**src/hw/ibtq_pkg.sv**
```systemverilog
/*
 * Package for the image block transfer queue: modes, states, reset values
 * and the carrier structs shared by the block and its bench.
 * Assumes a single 50 MHz clock domain and a synchronous active-high reset.
 */
`default_nettype none

package ibtq_pkg;
    // ==========================================================
    // Sizes
    // ==========================================================
    localparam int IBTQ_DATA_W = 32;
    localparam int IBTQ_DEPTH = 4;
    localparam int IBTQ_WORDS = 16;
    localparam int IBTQ_CNT_W = 16;

    // ==========================================================
    // Reset values
    // ==========================================================
    localparam logic [IBTQ_CNT_W-1:0] IBTQ_CNT_RST = 16'h0000;

    // ==========================================================
    // Modes and states
    // ==========================================================
    typedef enum logic [1:0] {
        IBTQ_CTL_BASIC = 2'h0,
        IBTQ_CTL_AUTO = 2'h1,
        IBTQ_CTL_USER = 2'h2
    } ibtq_ctl_t;

    typedef enum logic {
        IBTQ_OP_CONT = 1'h0,
        IBTQ_OP_MULTI = 1'h1
    } ibtq_op_t;

    typedef enum logic [1:0] {
        IBTQ_ST_IDLE = 2'h0,
        IBTQ_ST_SEND = 2'h1
    } ibtq_state_t;

    // ==========================================================
    // Carriers
    // ==========================================================
    typedef struct packed {
        logic [IBTQ_DATA_W-1:0] data;
        logic last;
    } ibtq_beat_t;

    typedef struct packed {
        ibtq_ctl_t ctl_mode;
        ibtq_op_t op_mode;
        logic [IBTQ_CNT_W-1:0] block_count;
    } ibtq_cfg_t;
endpackage : ibtq_pkg

`default_nettype wire

```
**src/hw/ibtq_top.sv**
```systemverilog
/*
 * Image block transfer queue: stores whole processed blocks (frame plus
 * appended chunk words) in a block FIFO and streams them out to the link.
 * A block may start leaving once PKT_WORDS of its beats have landed.
 * Assumes the producer marks the last beat of each block and that all
 * inputs share clock_i (no pins, so no synchronisers needed).
 */
`timescale 1ns/1ps
`default_nettype none

// How it works
// - Incoming beats form a block, closed by last, then queued.
// - Basic/automatic modes send as soon as a packet of data is queued.
// - Next block goes out after a two-cycle gap, via IDLE.
// - Slow link: blocks accumulate in the queue rather than being dropped.
// - Queue capacity in blocks is a readable output.
// - Current number of queued blocks is a readable output.
// - Count of lost blocks is a readable output.
// - Oldest queued block is always sent next.
// - Full queue: new block overwrites oldest block; input waits while that block is sending.
// - Each overwrite adds one to the lost count.
// - After a block finishes, the next oldest one goes out.
// - User mode has two operation choices: continuous and multi-block.
// - Continuous: stream only between start and stop commands.
// - Multi-block: send the programmed block count, then stop.
// - Acquisition start/stop leaves queue and transfer state alone.
// - Closing the stream channel empties queue and cancels sending.
// - Stop lets the block in progress finish first.
// - Start and stop accepted only in user controlled mode.
// - Block count used only in multi-block operation.
module ibtq_top #(
    parameter int DEPTH = ibtq_pkg::IBTQ_DEPTH,
    parameter int WORDS = ibtq_pkg::IBTQ_WORDS,
    parameter int PKT_WORDS = 4
) (
    input wire logic clock_i,
    input wire logic rst_i,
    input wire ibtq_pkg::ibtq_cfg_t cfg_i,
    input wire logic start_i,
    input wire logic stop_i,
    input wire logic close_i,
    input wire logic in_valid_i,
    input wire ibtq_pkg::ibtq_beat_t in_beat_i,
    output logic in_ready_o,
    output logic out_valid_o,
    output ibtq_pkg::ibtq_beat_t out_beat_o,
    input wire logic out_ready_i,
    output logic [ibtq_pkg::IBTQ_CNT_W-1:0] max_blocks_o,
    output logic [ibtq_pkg::IBTQ_CNT_W-1:0] cur_blocks_o,
    output logic [ibtq_pkg::IBTQ_CNT_W-1:0] lost_blocks_o,
    output logic streaming_o
);
    import ibtq_pkg::*;

    localparam int SW = $clog2(DEPTH);
    localparam int WW = $clog2(WORDS);
    localparam int CW = $clog2(DEPTH + 1);

    // ==========================================================
    // Storage: one slot per block, one word row per beat
    // ==========================================================
    logic [IBTQ_DATA_W-1:0] mem [DEPTH][WORDS];
    logic [WW:0] slot_len [DEPTH];

    // Ring slot index wrap
    function automatic logic [SW-1:0] nxt_slot(input logic [SW-1:0] s);
        nxt_slot = (s == SW'(DEPTH - 1)) ? '0 : s + SW'(1);
    endfunction : nxt_slot

    // Transfer gate: always open outside user mode; in user mode start/stop
    // decide, and multi-block also closes once the programmed count is out
    function automatic logic gate_open(input ibtq_cfg_t c, input logic en, input logic [IBTQ_CNT_W-1:0] done);
        if (c.ctl_mode != IBTQ_CTL_USER) begin
            gate_open = 1'b1;
        end else if (c.op_mode == IBTQ_OP_MULTI) begin
            gate_open = en && (done < c.block_count);
        end else begin
            gate_open = en;
        end
    endfunction : gate_open

    // ==========================================================
    // Queue state
    // ==========================================================
    // Ring invariant: wslot is always head plus count, modulo DEPTH, so an
    // empty queue has the filling slot at the head; early sending relies on it
    logic [SW-1:0] head, next_head;   // Oldest block
    logic [SW-1:0] wslot, next_wslot; // Slot being filled
    logic [CW-1:0] count, next_count; // Complete blocks queued
    logic [WW:0] wptr, next_wptr;
    logic [WW:0] rptr, next_rptr;
    logic filling, next_filling;      // Write slot holds a partial block
    ibtq_state_t state, next_state;
    logic enabled, next_enabled;
    logic [IBTQ_CNT_W-1:0] sent, next_sent;
    logic [IBTQ_CNT_W-1:0] lost, next_lost;
    logic [IBTQ_CNT_W-1:0] cur, next_cur;
    logic out_valid, next_out_valid;
    ibtq_beat_t out_beat, next_out_beat;

    logic wr_fire;
    logic wr_done;
    logic rd_fire;
    logic rd_done;
    logic sending;
    logic head_busy;
    logic full_now;
    logic [WW:0] head_avail;
    logic pkt_ready; // Head block partly in, enough for a packet

    always_comb begin
        sending = (state == IBTQ_ST_SEND);
        // Partial head block is readable once a packet's worth has landed
        head_avail = (count != '0) ? slot_len[head] : wptr;
        // Empty queue but a packet's worth of the arriving block has landed,
        // so it may go out before its last beat is stored
        pkt_ready = (count == '0) && filling && (wptr >= (WW + 1)'(PKT_WORDS));
        // Slot under transmission must never be reused
        head_busy = sending;
        full_now = (count == CW'(DEPTH - 1)) && filling;
        wr_fire = in_valid_i && in_ready_o;
        wr_done = wr_fire && in_beat_i.last;
        rd_fire = out_valid && out_ready_i;
        rd_done = rd_fire && out_beat.last;
    end

    // ==========================================================
    // Next-state logic
    // ==========================================================
    always_comb begin
        next_head = head;
        next_wslot = wslot;
        next_count = count;
        next_wptr = wptr;
        next_rptr = rptr;
        next_filling = filling;
        next_state = state;
        next_enabled = enabled;
        next_sent = sent;
        next_lost = lost;
        next_out_valid = out_valid;
        next_out_beat = out_beat;

        // Start/stop only in user mode; acquisition has no effect here
        if (cfg_i.ctl_mode == IBTQ_CTL_USER) begin
            if (start_i) begin
                next_enabled = 1'b1;
                next_sent = '0;
            end else if (stop_i) begin
                next_enabled = 1'b0;
            end
        end

        // Writer side: beats fill the write slot
        if (wr_fire) begin
            next_wptr = wptr + (WW + 1)'(1);
            next_filling = 1'b1;
            if (wr_done) begin
                next_wptr = '0;
                next_filling = 1'b0;
                next_wslot = nxt_slot(wslot);
                if (count == CW'(DEPTH)) begin
                    // Drop oldest idle block to make room
                    next_head = nxt_slot(head);
                    next_lost = lost + IBTQ_CNT_W'(1);
                end else begin
                    next_count = count + CW'(1);
                end
            end
        end

        // Reader side: single output register, reloaded as its beat is taken
        if (rd_fire) begin
            next_out_valid = 1'b0;
        end
        // IDLE waits for data and an open gate, SEND walks the head slot
        unique case (state)
            IBTQ_ST_IDLE: begin
                // Complete blocks, or a head block still arriving with a packet in
                if ((count != '0 || pkt_ready) && gate_open(cfg_i, enabled, sent)) begin
                    next_state = IBTQ_ST_SEND;
                    next_rptr = '0;
                end
            end
            IBTQ_ST_SEND: begin
                // Load when the output register frees up, never past landed beats
                if ((!out_valid || rd_fire) && rptr < head_avail && !(rd_done)) begin
                    next_out_beat.data = mem[head][rptr[WW-1:0]];
                    // Length is known only once the block is complete; until then no beat is last
                    next_out_beat.last = (count != '0) && (rptr + (WW + 1)'(1) == slot_len[head]);
                    next_out_valid = 1'b1;
                    next_rptr = rptr + (WW + 1)'(1);
                end
                if (rd_done) begin
                    // Block retired; next oldest follows after a pass through IDLE
                    next_head = nxt_slot(head);
                    next_count = next_count - CW'(1);
                    next_sent = next_sent + IBTQ_CNT_W'(1);
                    next_state = IBTQ_ST_IDLE;
                end
            end
            default: next_state = IBTQ_ST_IDLE;
        endcase

        // Channel close wipes everything pending
        if (close_i) begin
            next_head = '0;
            next_wslot = '0;
            next_count = '0;
            next_wptr = '0;
            next_rptr = '0;
            next_filling = 1'b0;
            next_state = IBTQ_ST_IDLE;
            next_enabled = 1'b0;
            next_out_valid = 1'b0;
        end
        // Reported count tracks the queue count register exactly
        next_cur = IBTQ_CNT_W'(next_count);
    end

    // ==========================================================
    // Registers
    // ==========================================================
    always_ff @(posedge clock_i) begin
        if (rst_i) begin
            head <= '0;
            wslot <= '0;
            count <= '0;
            wptr <= '0;
            rptr <= '0;
            filling <= 1'b0;
            state <= IBTQ_ST_IDLE;
            enabled <= 1'b0;
            sent <= IBTQ_CNT_RST;
            lost <= IBTQ_CNT_RST;
            cur <= IBTQ_CNT_RST;
            out_valid <= 1'b0;
            out_beat <= '0;
        end else begin
            head <= next_head;
            wslot <= next_wslot;
            count <= next_count;
            wptr <= next_wptr;
            rptr <= next_rptr;
            filling <= next_filling;
            state <= next_state;
            enabled <= next_enabled;
            sent <= next_sent;
            lost <= next_lost;
            cur <= next_cur;
            out_valid <= next_out_valid;
            out_beat <= next_out_beat;
        end
    end

    // Block storage write; no reset since contents are gated by counts
    always_ff @(posedge clock_i) begin
        if (wr_fire) begin
            mem[wslot][wptr[WW-1:0]] <= in_beat_i.data;
        end
        if (wr_done) begin
            slot_len[wslot] <= wptr + (WW + 1)'(1);
        end
    end

    // ==========================================================
    // Outputs
    // ==========================================================
    logic in_ready, next_in_ready;
    // Refuse beats while the write slot would hit the block being sent,
    // or the block is longer than a slot
    always_comb begin
        next_in_ready = !close_i &&
            !(next_count == CW'(DEPTH) && next_wslot == next_head &&
              next_state == IBTQ_ST_SEND) &&
            (next_wptr < (WW + 1)'(WORDS));
    end

    always_ff @(posedge clock_i) begin
        if (rst_i) begin
            in_ready <= 1'b0;
            streaming_o <= 1'b0;
            max_blocks_o <= IBTQ_CNT_RST;
        end else begin
            in_ready <= next_in_ready;
            streaming_o <= (next_state == IBTQ_ST_SEND);
            max_blocks_o <= IBTQ_CNT_W'(DEPTH);
        end
    end

    assign in_ready_o = in_ready;
    assign out_valid_o = out_valid;
    assign out_beat_o = out_beat;
    assign cur_blocks_o = cur;
    assign lost_blocks_o = lost;

    // Unused helpers kept to zero width impact
    logic unused_ok;
    assign unused_ok = head_busy ^ full_now ^ (PKT_WORDS > 0);
endmodule : ibtq_top

`default_nettype wire

```
**config.mk**
```make
export PLATFORM = sky130hd
export DESIGN_NAME = ibtq_top
export DESIGN_NICKNAME = d
export VERILOG_FILES = /design/src/hw/ibtq_pkg.sv /design/src/hw/ibtq_top.sv
export SDC_FILE = /design/constraint.sdc
export NUM_CORES = 2
export LEC_CHECK = 0
export BUFFER_PORTS_ARGS = -buffer_cell sky130_fd_sc_hd__buf_2
export CORE_AREA = 2 2 532 534
export DETAILED_ROUTE_END_ITERATION = 10
export DIE_AREA = 0 0 534 536
export GPL_TIMING_DRIVEN = 0
export PLACE_DENSITY = 0.49
export SYNTH_ARGS = -nofsm -noshare
export SYNTH_HDL_FRONTEND = slang
export SYNTH_SLANG_ARGS = --single-unit
```
**constraint.sdc**
```tcl
create_clock -name clock_i -period 3.8 [get_ports clock_i]
set_input_delay 0.57 -clock clock_i [delete_from_list [all_inputs] [get_ports clock_i]]
set_output_delay 0.57 -clock clock_i [all_outputs]
set_load 0.01 [all_outputs]
```
# Yosys cells after proc, flatten, opt, wreduce, memory -nomap -nowiden
# Memories as Yosys holds them, arrays and structs flattened. A register that Yosys moved wholly into a read port is not among the register bits.
# Index checks and enable logic that the tools add are counted.
[classes]
add_sub_neg = 8
reduce_logical = 32
n_eq_ne = 12
muxes = 53
bitwise_logic = 2
n_lt_le_gt_ge = 7
[op_table]
columns = ["op", "n"]
rows = [
  ["512-bit two-way mux", 1],
  ["32-bit binary-select mux with 4-bit select", 1],
  ["32-bit demux with 4-bit select", 1],
  ["32-bit two-way mux", 3],
  ["16-bit two-way mux", 4],
  ["16-bit by 1-bit adder with 16-bit output (second input constant)", 2],
  ["2-bit two-way mux", 16],
  ["5-bit two-way mux", 6],
  ["3-bit two-way mux", 7],
  ["1-bit logical AND", 16],
  ["16-bit < comparator", 1],
  ["1-bit two-way mux", 12],
  ["5-bit by 1-bit adder with 5-bit output (second input constant)", 2],
  ["5-bit >= comparator (second input constant)", 2],
  ["4-bit inverter with 5-bit output", 2],
  ["5-bit one-hot mux with 2 select lines", 1],
  ["2-bit == test (second input constant)", 3],
  ["3-bit == test (second input constant)", 2],
  ["3-bit AND reduction", 2],
  ["5-bit == test", 1],
  ["5-bit by 3-bit >= comparator with 1-bit output (second input constant)", 1],
  ["5-bit by 1-bit < comparator with 1-bit output (second input constant)", 1],
  ["5-bit < comparator", 1],
  ["5-bit < comparator (second input constant)", 1],
  ["16 further kinds", 25],
]
[totals]
ramBits = 2068
reg_bits = 105
output_inout_bits = 84
n_memories = 2
input_bits = 59
[mem_list]
columns = ["name", "depth", "word_bits", "rd", "rd_ports_with_merged_regs", "wr", "line", "source"]
rows = [
  ["mem", 4, 512, 1, 1, 1, "ibtq_top.sv:62", "logic [IBTQ_DATA_W-1:0] mem [DEPTH][WORDS];"],
  ["slot_len", 4, 5, 1, 1, 1, "ibtq_top.sv:63", "logic [WW:0] slot_len [DEPTH];"],
]

# Longest topological paths before layout
[logic_depth]
ltp_word = 14
ltp_mapped = 15
ltp_nobuf = 12

# Worst setup path after synthesis
# Ideal clock, no wire load.
[synth_timing]
path_kind = "reg-to-reg"
start = "register, netlist name head[0]"
end = "register out_beat (netlist bit out_beat_o[16])"
arrival_ns = 3.710
required_time_ns = 3.737
slack_ns = 0.028
path_buffers = 6
setup_time_ns = 0.063
stages_incl_launch_ff = 14
cell_sequence = "dfxtp_1 -> buf_4 -> buf_4 -> buf_2 -> buf_4 -> mux4_2 -> mux2i_1 -> ha_1 -> a221o_1 -> nor4_1 -> clkbuf_1 -> clkbuf_1 -> o221ai_1 -> nand3_1"
[synth_rtl]
columns = ["item", "line", "source"]
rows = [
  ["end signal: assignment", "ibtq_top.sv:252", "out_beat <= next_out_beat;"],
  ["end: declaration", "ibtq_top.sv:99", "ibtq_beat_t out_beat, next_out_beat;"],
]

# Worst setup path after layout
[layout_timing]
start = "register rptr[3]"
end = "register out_beat (netlist bit out_beat_o[19])"
[layout_via]
elab_chain_len = 4
elab_cells_between_ends = 8
[layout_rtl]
columns = ["item", "line", "source"]
rows = [
  ["start: declaration", "ibtq_top.sv:91", "logic [WW:0] rptr, next_rptr;"],
  ["start signal: assignment", "ibtq_top.sv:244", "rptr <= next_rptr;"],
  ["5-bit < comparator or 4-bit inverter with 5-bit output (tied branches)", "ibtq_top.sv:187, ibtq_top.sv:188", ""],
  ["1-bit logical AND or 32-bit binary-select mux with 4-bit select (tied branches)", "ibtq_top.sv:187, ibtq_top.sv:188", ""],
  ["1-bit logical AND or 32-bit two-way mux (tied branches)", "ibtq_top.sv:187, ibtq_top.sv:188", ""],
  ["2-bit AND reduction (no line) or 32-bit two-way mux (tied branches)", "n/a", ""],
]
# Parallel ways exist; a longest one is shown, timed or not. The select of a mux whose other input is x is not followed.
# A chain may end at the register's enable or synchronous reset.

==> flow_summary_export.csv <==
group,metric,value,unit
placed_design,globalplace.congestion,0.834,
synthesis,synth_area,0.0837,sq mm
sta,setup_violations,11,
floorplanning,die_h,536,um
status,status,"complete, but fails checks",
power_and_ir_drop,ir_drop,0.368,mV
global_routing,grt_pass1_wl,391000,um
synthesis,synth.distinct_cells,61,
global_routing,grt-ovfl-total,0,
clock_tree,postCtsHoldBufs,0,
finish,utilization,35.0,%
synthesis,synth_warnings,0,
clock_tree,cts_sinks,2158,
sta,tightest_slew,1.51,ns
clock_tree,clock_path_buffers,4,
synthesis,async_flop_share,0,%
floorplanning,fp.dieW,534,um
clock_tree,numCtsBuffers,223,
global_routing,grt_max_degree,65,
synthesis,ys.flop_type,"edfxtp_1",
finish,layout-drive-gt1-share,29.7,%
floorplanning,fp-row-count,195,
worst_setup_path,path_delay_family,"buffers and inverters",
routing,first_pass_iters,5,
power_and_ir_drop,p_leak,0.0299,uW
routing,vias,44200,
worst_setup_path,crit_required,4.58,ns
clock_tree,clockRootBuffer,"clkbuf_16",
worst_setup_path,worst-path-max-fanout,10,
sta,maxSlewViolCount,9,
finish,syn_to_final_growth,17.4,%
routing,viasPerCell,5.38,
synthesis,postSynthAreaPerCell,21.8,sq um
sta,timing.fmax,0.253,GHz
clock_tree,clk_latency,0.91,ns
sta,maxSlewHeadroom,-1.22,%
routing,ant_nets,0,
synthesis,synth_area_leaders,"edfxtp_1 (74%), mux4_2 (15%), dfxtp_1 (2.2%)",
floorplanning,io_pins,143,
global_routing,grt_usage,20.3,%
clock_tree,cts_htree_levels,4,
floorplanning,dieArea,0.286,sq mm
placed_design,port_buffers,114,
flow_run,maxCapViolCount,1,
sta,rsz0062_at_grt,"yes",
synthesis,synth_top_area_share,74.2,%
routing,drc_errors,0,
synthesis,synth_area_leader_cell,"edfxtp_1",
routing,drt_iter0_drc,6821,
worst_setup_path,cp.arrival,4.73,ns
worst_hold_path,hold_path_class,"in -> reg",
worst_setup_path,crit_path_top_delay_cell,"clkbuf_1",
worst_setup_path,cp_num_buf_inv,3,
synthesis,synth_edf_count,2068,
power_and_ir_drop,power_density,486,mW/mm^2
sta,fin_skew,0.0735,ns
status,violations,"max-capacitance violations, max-slew violations, negative setup slack",
finish,nets,4382,
worst_setup_path,end_kind,"register",
synthesis,syn_inst,3838,
global_routing,grt_pass1_vias,43200,
synthesis,ys_seq_elements,2158,
sta,fin_ws,-0.150,ns
sta,fin_setup_tns,-0.818,ns
worst_setup_path,cp_common_cell,"clkbuf_1",
worst_setup_path,cp_cell_sequence,"clkbuf_1 -> clkbuf_1 -> clkbuf_1 -> nand4_1 -> o21ai_1",
clock_tree,cts_tree,"built",
synthesis,synth_seq_area_share,76.4,%
floorplanning,initial_core_util,29.8,%
global_routing,antenna_found_initial,19,
worst_setup_path,path_class,"reg -> reg",
worst_setup_path,cpPeakStageDelay,0.99,ns
clock_tree,clk_pin_slew_worst_paths,0.06,ns
worst_setup_path,start_kind,"register",
floorplanning,coreArea,0.281,sq mm
sta,timing_hold_violations_final,0,
routing,post_drt_wl_per_cell,36.0,um
placed_design,hpwl,183000,um
routing,wirelength,296000,um
sta,period_share,104,%
sta,min_period,3.95,ns
per-layer routing:
| metal | up-vias | GRT usage [%] | wire [um] |
|---|---|---|---|
| met5 | - | 0 | 0 |
| met4 | 0 | 5.97 | 9710 |
| met3 | 434 | 4.51 | 27000 |
| met2 | 2343 | 31.5 | 135000 |
| met1 | 24400 | 28.4 | 124000 |
| li1 | 17000 | - | - |
worst paths after layout:
path	start	end	slack, ns	cells after the start
worst min-delay path	out_ready_i	out_valid_o	0.07	3
worst max-delay path	rptr[3]	out_beat_o[19]	-0.15	5
worst min register to register	enabled	enabled	0.47	2
worst max register to register	rptr[3]	out_beat_o[19]	-0.15	5
registers in the layout, indices dropped and copies added (netlist names), 2 cells and up:
| register | cells |
|---|---|
| cur_blocks_o | 3 |
| head | 2 |
| out_beat_o | 33 |
| rptr | 5 |
| state | 2 |
| mem | 2048 |
| sent | 16 |
| lost_blocks_o | 16 |
| wptr | 5 |
| slot_len | 20 |
| wslot | 2 |
stage by stage:
step	instances	setup slack, ns	cell area (sq um)	hold WS, ns	power, uW
global route	8210	-0.136	98200	0.0334	48900
floorplan	3866	0.0276	83800	0.436	26700
finish	8219	-0.150	98300	0.0695	47700
CTS	8206	-0.0396	98200	0.00677	48000
global placement	7723	-3.75	89000	0.460	27100
detailed placement	7776	-3.36	90500	0.458	27100
what timing repair did:
item | in CTS | in global routing
setup buffers | 30 | 7
gates cloned | 0 | 1
endpoints found under the setup margin | 39 | 37
pin swaps | 17 | 9
gates resized for setup | 168 | 24
power by group:
group / total [uW] / switching, uW / internal, uW / leakage, uW
clock: 21100 / 9330 / 11700 / 0.00333
combinational: 593 / 503 / 90.4 / 0.00729
sequential: 26100 / 6.07 / 26100 / 0.0193
total: 47700 / 9840 / 37900 / 0.0299
cell usage after synthesis (all sizes together) (9+ instances only):
| library cell | instances |
|---|---|
| nand4 | 15 |
| or3 | 9 |
| o221ai | 25 |
| nor2 | 79 |
| and3 | 10 |
| inv | 27 |
| and2 | 79 |
| o211ai | 12 |
| a211oi | 9 |
| o21ai | 52 |
| dfxtp | 90 |
| xnor2 | 18 |
| nand3 | 41 |
| clkbuf | 83 |
| mux2i | 142 |
| xor2 | 21 |
| nor2b | 20 |
| ha | 34 |
| a21oi | 52 |
| nor3 | 19 |
| nand2 | 74 |
| a22oi | 26 |
| a31oi | 17 |
| nand2b | 21 |
| buf | 143 |
| edfxtp | 2068 |
| o22ai | 17 |
| mux4 | 550 |
area by class of cell:
type                       count  area [sq um]
timing repair buffer         204          2230
clock buffer                 286          5910
multi-input combinational   1455         18900
fill                       26100        183000
antenna                        9          22.5
sequential                  2158         63900
inverter                      28           109
tap                         3743          4680
clock inverter               117           897
buffer                       219          1600
cells in the final DEF, fill, tap and decap left out, types with 15 or more instances in the layout:
| cell type | Yosys | routed |
|---|---|---|
| nand4_1 | 15 | 15 |
| edfxtp_1 | 2068 | 2068 |
| o21ai_0 | 47 | 42 |
| and2_4 | 0 | 62 |
| conb_1 | 1 | 29 |
| and2_1 | 79 | 15 |
| xnor2_1 | 18 | 18 |
| nor2b_1 | 20 | 20 |
| clkinv_2 | 0 | 36 |
| buf_4 | 61 | 105 |
| nand2_1 | 74 | 73 |
| clkbuf_16 | 0 | 227 |
| mux4_2 | 550 | 550 |
| ha_1 | 34 | 33 |
| o221ai_1 | 25 | 21 |
| nand3_1 | 41 | 40 |
| nand2b_1 | 21 | 20 |
| clkbuf_2 | 0 | 30 |
| xor2_1 | 21 | 21 |
| mux2i_1 | 142 | 140 |
| clkinv_1 | 1 | 57 |
| a21oi_1 | 52 | 50 |
| clkbuf_1 | 83 | 95 |
| dfxtp_1 | 90 | 87 |
| buf_12 | 0 | 24 |
| a31oi_1 | 17 | 17 |
| nor2_1 | 78 | 77 |
| nor3_1 | 18 | 18 |
| buf_2 | 60 | 150 |
| inv_1 | 27 | 27 |
| buf_16 | 0 | 41 |
| a22oi_1 | 26 | 26 |
tightest hold or removal path: cells and delay by family:
family	cells	cell delay [ns]
simple gates	1	0.11
compound gates	1	0.06
buf+inv	1	0.12
cells by family after synthesis:
family	after synthesis	share of synthesized area, %
AO/OA/AOI/OAI	268	2.17
XOR/XNOR	39	0.408
adder cells (fa/ha/maj)	34	0.508
buffers and inverters	254	1.58
flip-flops	2158	76.4
multiplexers	698	16.6
other	1	0.00448
AND/OR/NAND/NOR	386	2.37
No activity file was read; power rests on OpenSTA's default activity.
